$ cat config.mk
export PLATFORM = sky130hd
export DESIGN_NAME = rcr_reset_cause
export DESIGN_NICKNAME = d
export VERILOG_FILES = /design/src/rcr_reset_cause.v
export VERILOG_INCLUDE_DIRS = /design/src
export SDC_FILE = /design/constraint.sdc
export NUM_CORES = 1
export LEC_CHECK = 0
export ABC_AREA = 1
export BUFFER_PORTS_ARGS = -buffer_cell sky130_fd_sc_hd__buf_2
export CAP_MARGIN = 25
export CORE_ASPECT_RATIO = 1.75
export CORE_MARGIN = 10
export CORE_UTILIZATION = 43
export CTS_CLUSTER_DIAMETER = 120
export CTS_CLUSTER_SIZE = 12
export DETAILED_ROUTE_END_ITERATION = 16
export PLACE_DENSITY = 0.8
export SYNTH_ARGS = -nofsm -noshare
export SYNTH_HDL_FRONTEND = slang
export SYNTH_SLANG_ARGS = --single-unit
$ cat constraint.sdc
create_clock -name clk_i -period 1.8 [get_ports clk_i]
set_input_delay 0.36 -clock clk_i [delete_from_list [all_inputs] [get_ports clk_i]]
set_output_delay 0.36 -clock clk_i [all_outputs]
set_load 0.05 [all_outputs]
$ cat src/rcr_defines.vh
// Purpose: Constants for the reset cause and control register block
// Assumes: One 16-bit control register and two 9-bit interrupt registers on a 32-bit classic Wishbone slave
// Notes: Offsets are byte addresses
`ifndef RCR_DEFINES_VH
`define RCR_DEFINES_VH
// ---------------------------------------------------------------
// Register offsets
// ---------------------------------------------------------------
`define RCR_OFS_CTRL 4'h0
`define RCR_OFS_IRQ_STAT 4'h4
`define RCR_OFS_IRQ_MASK 4'h8
// ---------------------------------------------------------------
// Field positions
// ---------------------------------------------------------------
`define RCR_B_TRAP 15
`define RCR_B_ILLOP 14
`define RCR_B_SBOR 13
`define RCR_B_RETENTION_SLEEP_SELECT 12
`define RCR_B_UNIMP 11
`define RCR_B_DSLP 10
`define RCR_B_CFGM 9
`define RCR_B_PROGMEM_SLEEP_POWER 8
`define RCR_B_PIN 7
`define RCR_B_SWRST 6
`define RCR_B_SWDT 5
`define RCR_B_WATCHDOG_TIMEOUT_FLAG 4
`define RCR_B_SLEEP 3
`define RCR_B_IDLE 2
`define RCR_B_BOR 1
`define RCR_B_POR 0
// ---------------------------------------------------------------
// Reset values and masks
// ---------------------------------------------------------------
`define RCR_CTRL_RST 16'h0003
`define RCR_CTRL_WMASK 16'hF7FF
`define RCR_EVT_W 9
`endif

$ cat src/rcr_reset_cause.v
// What this block does
// - Trap conflict reset sets bit 15
// - Illegal opcode sets bit 14, power-on clears
// - Bit 12 selects retention regulator in sleep
// - Deep sleep sets bit 10; software clears
// - Configuration mismatch reset sets bit 9
// - Bit 8 keeps program memory powered asleep
// - Reset instruction sets bit 6
// - Power-on clears all but brown-out, power-on
// - Software flag writes never cause reset
// - Unprogrammed watchdog fuse forces watchdog on
//
// Purpose: Reset cause status and power control register
// Assumes: Event inputs are one-clock pulses on clk_i; rst_i is power-on reset
// Notes: Hardware set wins over a software clear in the same cycle
//
// Local design decisions: the register addresses and the Wishbone register port.
`timescale 1ns/100ps
`default_nettype none
`include "rcr_defines.vh"
module rcr_reset_cause (
   // Clock and reset
   input wire clk_i,
   input wire rst_i,
   // Wishbone slave
   input wire cyc_i,
   input wire stb_i,
   input wire we_i,
   input wire [3:0] adr_i,
   input wire [3:0] sel_i,
   input wire [31:0] dat_i,
   output reg [31:0] dat_o,
   output reg ack_o,
   output reg err_o,
   // Hardware events, one-cycle pulses
   input wire trap_conflict_i,
   input wire illegal_op_i,
   input wire deep_sleep_i,
   input wire config_mismatch_i,
   input wire pin_reset_i,
   input wire sw_reset_i,
   input wire watchdog_timeout_i,
   input wire sleep_entry_i,
   input wire idle_entry_i,
   input wire brownout_i,
   // Fuse level, from the configuration logic
   input wire watchdog_fuse_enable_i,
   // Control outputs
   output reg sw_brownout_enable_o,
   output reg retention_sleep_select_o,
   output reg progmem_sleep_power_o,
   output reg regulator_standby_o,
   output reg watchdog_enable_o,
   output reg irq_o
);
   reg [15:0] reset_cause_control;
   reg [`RCR_EVT_W-1:0] irq_stat;
   reg [`RCR_EVT_W-1:0] irq_mask;
   reg [15:0] hw_set;
   reg [15:0] next_ctrl;
   reg [`RCR_EVT_W-1:0] evt;
   reg [`RCR_EVT_W-1:0] next_stat;
   wire req = cyc_i & stb_i & ~ack_o & ~err_o;
   wire hit_ctrl = (adr_i == `RCR_OFS_CTRL);
   wire hit_stat = (adr_i == `RCR_OFS_IRQ_STAT);
   wire hit_mask = (adr_i == `RCR_OFS_IRQ_MASK);
   wire wr = req & we_i;

   // Byte-lane merge of a 16-bit register
   function [15:0] lane_merge;
      input [15:0] old;
      input [15:0] new_v;
      input [1:0] sel;
      begin
         lane_merge = old;
         if (sel[0]) begin
            lane_merge[7:0] = new_v[7:0];
         end
         if (sel[1]) begin
            lane_merge[15:8] = new_v[15:8];
         end
      end
   endfunction

   // ---------------------------------------------------------------
   // Hardware set terms
   // ---------------------------------------------------------------
   always @* begin
      hw_set = 16'h0000;
      hw_set[`RCR_B_TRAP] = trap_conflict_i;
      hw_set[`RCR_B_ILLOP] = illegal_op_i;
      hw_set[`RCR_B_DSLP] = deep_sleep_i;
      hw_set[`RCR_B_CFGM] = config_mismatch_i;
      hw_set[`RCR_B_PIN] = pin_reset_i;
      hw_set[`RCR_B_SWRST] = sw_reset_i;
      hw_set[`RCR_B_WATCHDOG_TIMEOUT_FLAG] = watchdog_timeout_i;
      hw_set[`RCR_B_SLEEP] = sleep_entry_i;
      hw_set[`RCR_B_IDLE] = idle_entry_i;
      hw_set[`RCR_B_BOR] = brownout_i;
      evt = {trap_conflict_i, illegal_op_i, deep_sleep_i, config_mismatch_i,
         pin_reset_i, sw_reset_i, watchdog_timeout_i, brownout_i, sleep_entry_i};
   end

   // ---------------------------------------------------------------
   // Next register value
   // ---------------------------------------------------------------
   always @* begin
      next_ctrl = reset_cause_control;
      if (wr && hit_ctrl) begin
         // Plain store; nothing here feeds a reset request
         next_ctrl = lane_merge(reset_cause_control, dat_i[15:0], sel_i[1:0]);
         // Deep sleep flag may only be cleared by software
         if (sel_i[1]) begin
            next_ctrl[`RCR_B_DSLP] = reset_cause_control[`RCR_B_DSLP]
               & dat_i[`RCR_B_DSLP];
         end
      end
      // Hardware set wins over a same-cycle clear
      next_ctrl = (next_ctrl | hw_set) & `RCR_CTRL_WMASK;
   end

   always @* begin
      next_stat = irq_stat;
      if (wr && hit_stat && sel_i[0]) begin
         next_stat = irq_stat & ~dat_i[`RCR_EVT_W-1:0];
      end
      if (wr && hit_stat && sel_i[1]) begin
         next_stat[`RCR_EVT_W-1] = irq_stat[`RCR_EVT_W-1] & ~dat_i[`RCR_EVT_W-1];
      end
      next_stat = next_stat | evt;
   end

   // ---------------------------------------------------------------
   // Registers
   // ---------------------------------------------------------------
   always @(posedge clk_i) begin
      if (rst_i) begin
         reset_cause_control <= `RCR_CTRL_RST;
         irq_stat <= {`RCR_EVT_W{1'b0}};
         irq_mask <= {`RCR_EVT_W{1'b0}};
      end else begin
         reset_cause_control <= next_ctrl;
         irq_stat <= next_stat;
         if (wr && hit_mask) begin
            if (sel_i[0]) begin
               irq_mask[7:0] <= dat_i[7:0];
            end
            if (sel_i[1]) begin
               irq_mask[`RCR_EVT_W-1] <= dat_i[`RCR_EVT_W-1];
            end
         end
      end
   end

   // ---------------------------------------------------------------
   // Bus answer, one wait-free cycle after the request
   // ---------------------------------------------------------------
   always @(posedge clk_i) begin
      if (rst_i) begin
         ack_o <= 1'b0;
         err_o <= 1'b0;
         dat_o <= 32'h00000000;
      end else begin
         ack_o <= req & (hit_ctrl | hit_stat | hit_mask);
         err_o <= req & ~(hit_ctrl | hit_stat | hit_mask);
         dat_o <= 32'h00000000;
         if (req && !we_i && hit_ctrl) begin
            dat_o <= {16'h0000, reset_cause_control};
         end else if (req && !we_i && hit_stat) begin
            dat_o <= {23'h000000, irq_stat};
         end else if (req && !we_i && hit_mask) begin
            dat_o <= {23'h000000, irq_mask};
         end
      end
   end

   // ---------------------------------------------------------------
   // Control outputs, registered from the next register values
   // ---------------------------------------------------------------
   always @(posedge clk_i) begin
      if (rst_i) begin
         sw_brownout_enable_o <= 1'b0;
         retention_sleep_select_o <= 1'b0;
         progmem_sleep_power_o <= 1'b0;
         regulator_standby_o <= 1'b0;
         watchdog_enable_o <= 1'b0;
         irq_o <= 1'b0;
      end else begin
         sw_brownout_enable_o <= next_ctrl[`RCR_B_SBOR];
         // Only meaningful on high-voltage variants
         retention_sleep_select_o <= next_ctrl[`RCR_B_RETENTION_SLEEP_SELECT];
         progmem_sleep_power_o <= next_ctrl[`RCR_B_PROGMEM_SLEEP_POWER];
         regulator_standby_o <= ~next_ctrl[`RCR_B_PROGMEM_SLEEP_POWER];
         // Fuse level is static, so no synchroniser
         watchdog_enable_o <= watchdog_fuse_enable_i
            | next_ctrl[`RCR_B_SWDT];
         irq_o <= |(next_stat & irq_mask);
      end
   end
endmodule
`default_nettype wire

==> impl_metrics.json <==
{
  "die_w_um": 77.4,
  "slew_violations": 0,
  "worstMarginPinSlew_ns": 0.625,
  "cts_tree": "built",
  "grt_pass1_wl_um": 10000,
  "wl_per_cell_um": 12.9,
  "wl_um": 6130,
  "grt_max_degree": 27,
  "ys.flop_type": "dfxtp_1",
  "viasPerCell": 4.66,
  "yosysWarnings": 0,
  "crit_top_cell": "nor2_4",
  "crit_arrival_ns": 1.89,
  "vias": 2218,
  "port_buffers": 59,
  "hold_path.class": "input port to register",
  "critical_path_class": "register to register",
  "grt_pass1_vias": 2179,
  "cts_hold_buf": 0,
  "peakVddDrop_v": 0.000417,
  "final_antenna_net_count": 0,
  "dp.final_hpwl_um": 4880,
  "pre_cts_ws_ns": 0.0239,
  "p_per_area_nw_per_um2": 748,
  "max_freq_mhz": 601,
  "synth_seq_cells": 53,
  "gp_congestion": 0.890,
  "setup.worst_path.start_class": "register",
  "yosysSeqAreaShare": 0.427,
  "cpPeakStageDelay_ns": 0.33,
  "clkSlewWorstSetupHoldPaths_ns": 0.10,
  "setup_ws_ns": 0.136,
  "grt_overflow_total": 0,
  "insertion_delay_ns": 0.31,
  "setup_viol": 0,
  "cts_setup_buffers": 0,
  "drive_above_1_share": 0.253,
  "async_flop_share": 0,
  "crit_buf_inv": 2,
  "cts_buffer_depth": 2,
  "synth_area_um2": 2480,
  "period_share": 0.925,
  "cp_cell_sequence": "nor2_2 > nand2_2 > nor2_4 > nand4_4 > nor2_4 > inv_2 > a21oi_2 > o21ai_1 > nand2_1 > inv_1",
  "root_buffer": "clkbuf_8",
  "antenna_found_initial": 0,
  "die_area_um2": 9330,
  "die_y_um": 121,
  "synth.avg_cell_area_um2": 7.45,
  "worstPathMaxFanout": 6,
  "coreArea_um2": 5590,
  "p_leak_nw": 1.47,
  "synth_edf_count": 0,
  "ios": 96,
  "path_delay_family": "simple AND/OR/NAND/NOR gates",
  "syn_inst": 333,
  "drtIter0Drc": 132,
  "crit_path_top_delay_cell": "dfxtp_1",
  "cts_buffers": 5,
  "clock-sinks": 53,
  "start_util": 0.444,
  "layout_min_cycle_time_ns": 1.66,
  "outcome": "complete, no violations",
  "finalSetupTns_ns": 0,
  "cp-end-kind": "register",
  "area_delta_synth_final_pct": 18.2,
  "rsz0062_at_grt": "false",
  "drc_errors": 0,
  "rows": 36,
  "slew_headroom": 0.582,
  "hold_viol_final": 0,
  "cts_resized": 0,
  "fin_nets": 456,
  "h-tree-depth": 2,
  "drtPass1Iterations": 4,
  "antenna-diode-count": 0,
  "track_usage": 0.131,
  "cap_violations": 0,
  "fin_skew_ns": 0.0102,
  "synth.distinct_cells": 33,
  "worstPathRequired_ns": 2.02
}
## path summary, 6_finish.rpt
check	end	cells after the start	start	slack, ns
max reg2reg	reset_cause_control[2]	10	err_o	0.14
min	watchdog_enable_o	3	watchdog_fuse_enable_i	0.25
max	reset_cause_control[2]	10	err_o	0.14
min reg2reg	dat_o[9]	2	reset_cause_control[9]	0.44
## kinds of logic (layout without fill, tap and decap cells)
logic type,after synthesis,in the layout,share of synthesized area
and+or+nand+nor,131,131,0.255
buffers and inverters,86,137,0.169
AOI/OAI and AO/OA,62,62,0.148
DFF,53,53,0.427
other,1,17,0.00151
## power breakdown
part | internal, mW | total (mW) | switching, mW
registers | 1.21 | 1.22 | 0.0145
logic | 0.0879 | 0.313 | 0.226
clock network | 0.270 | 0.660 | 0.390
## layer usage
metal	GRT usage	part of all wire	wire length (um)	vias to the layer above
met5	0	0	0	-
met4	0.0677	0.024	148	0
met3	0.0364	0.068	417	9
met2	0.239	0.53	3240	90
met1	0.131	0.38	2330	971
li1	-	-	-	1148
## sequential cells by signal (all words and copies together), names as in the netlist
name,cells
regulator_standby_o,1
irq_mask,9
dat_o,15
irq_o,1
err_o,1
reset_cause_control,15
watchdog_enable_o,1
irq_stat,9
ack_o,1
## stage by stage
stage               cell area, um2  utilization  power (mW)  hold WS (ns)  instances
finish                        2930        0.525        2.19         0.250        476
global route                  2930        0.525        2.29         0.264        476
CTS                           2930        0.525        2.21         0.242        476
detailed placement            2850        0.511        1.56         0.425        469
global placement              2850        0.511        1.55         0.411        469
floorplan                     2540            -        1.49         0.408        349
## cell usage after synthesis, types with 4 or more instances
master,count,share of area
inv_2,4,0.0060
buf_4,18,0.054
inv_1,54,0.082
nor2_1,24,0.036
nor2_4,4,0.018
dfxtp_1,53,0.43
o21ai_0,15,0.030
o31ai_1,6,0.018
o21ai_1,11,0.022
nand3_1,18,0.036
a21oi_1,18,0.036
nand2_2,4,0.010
o221ai_1,4,0.014
nand2_1,70,0.11
## area by class of cell
type / count / area [um2]
Timing Repair Buffer: 71 / 410
Inverter: 59 / 224
Clock inverter: 1 / 8.76
Multi-Input combinational cell: 210 / 1060
Sequential cell: 53 / 1060
Fill cell: 568 / 2650
Clock buffer: 6 / 72.6
Tap cell: 76 / 95.1
## cell usage in the layout, fill, tap and decap left out, drive strengths merged
| cell | n |
|---|---|
| o21bai | 1 |
| nor2 | 32 |
| clkinv | 1 |
| o211ai | 1 |
| o21ai | 26 |
| o22ai | 2 |
| nand2 | 74 |
| a311oi | 1 |
| inv | 59 |
| clkbuf | 6 |
| o221ai | 4 |
| conb | 17 |
| a21oi | 20 |
| buf | 71 |
| nand4 | 1 |
| and2 | 1 |
| nor4 | 1 |
| o31ai | 6 |
| dfxtp | 53 |
| nor3 | 1 |
| nand3 | 19 |
| nand3b | 2 |
| o2111ai | 1 |
## worst register-to-register path, delay by kind of cell (launching register included)
family / cells / cell delay [ns]
simple gates: 6 / 0.94
flops: 1 / 0.33
compound gates: 2 / 0.18
buf+inv: 2 / 0.12
No activity file was read; power rests on OpenSTA's default activity.
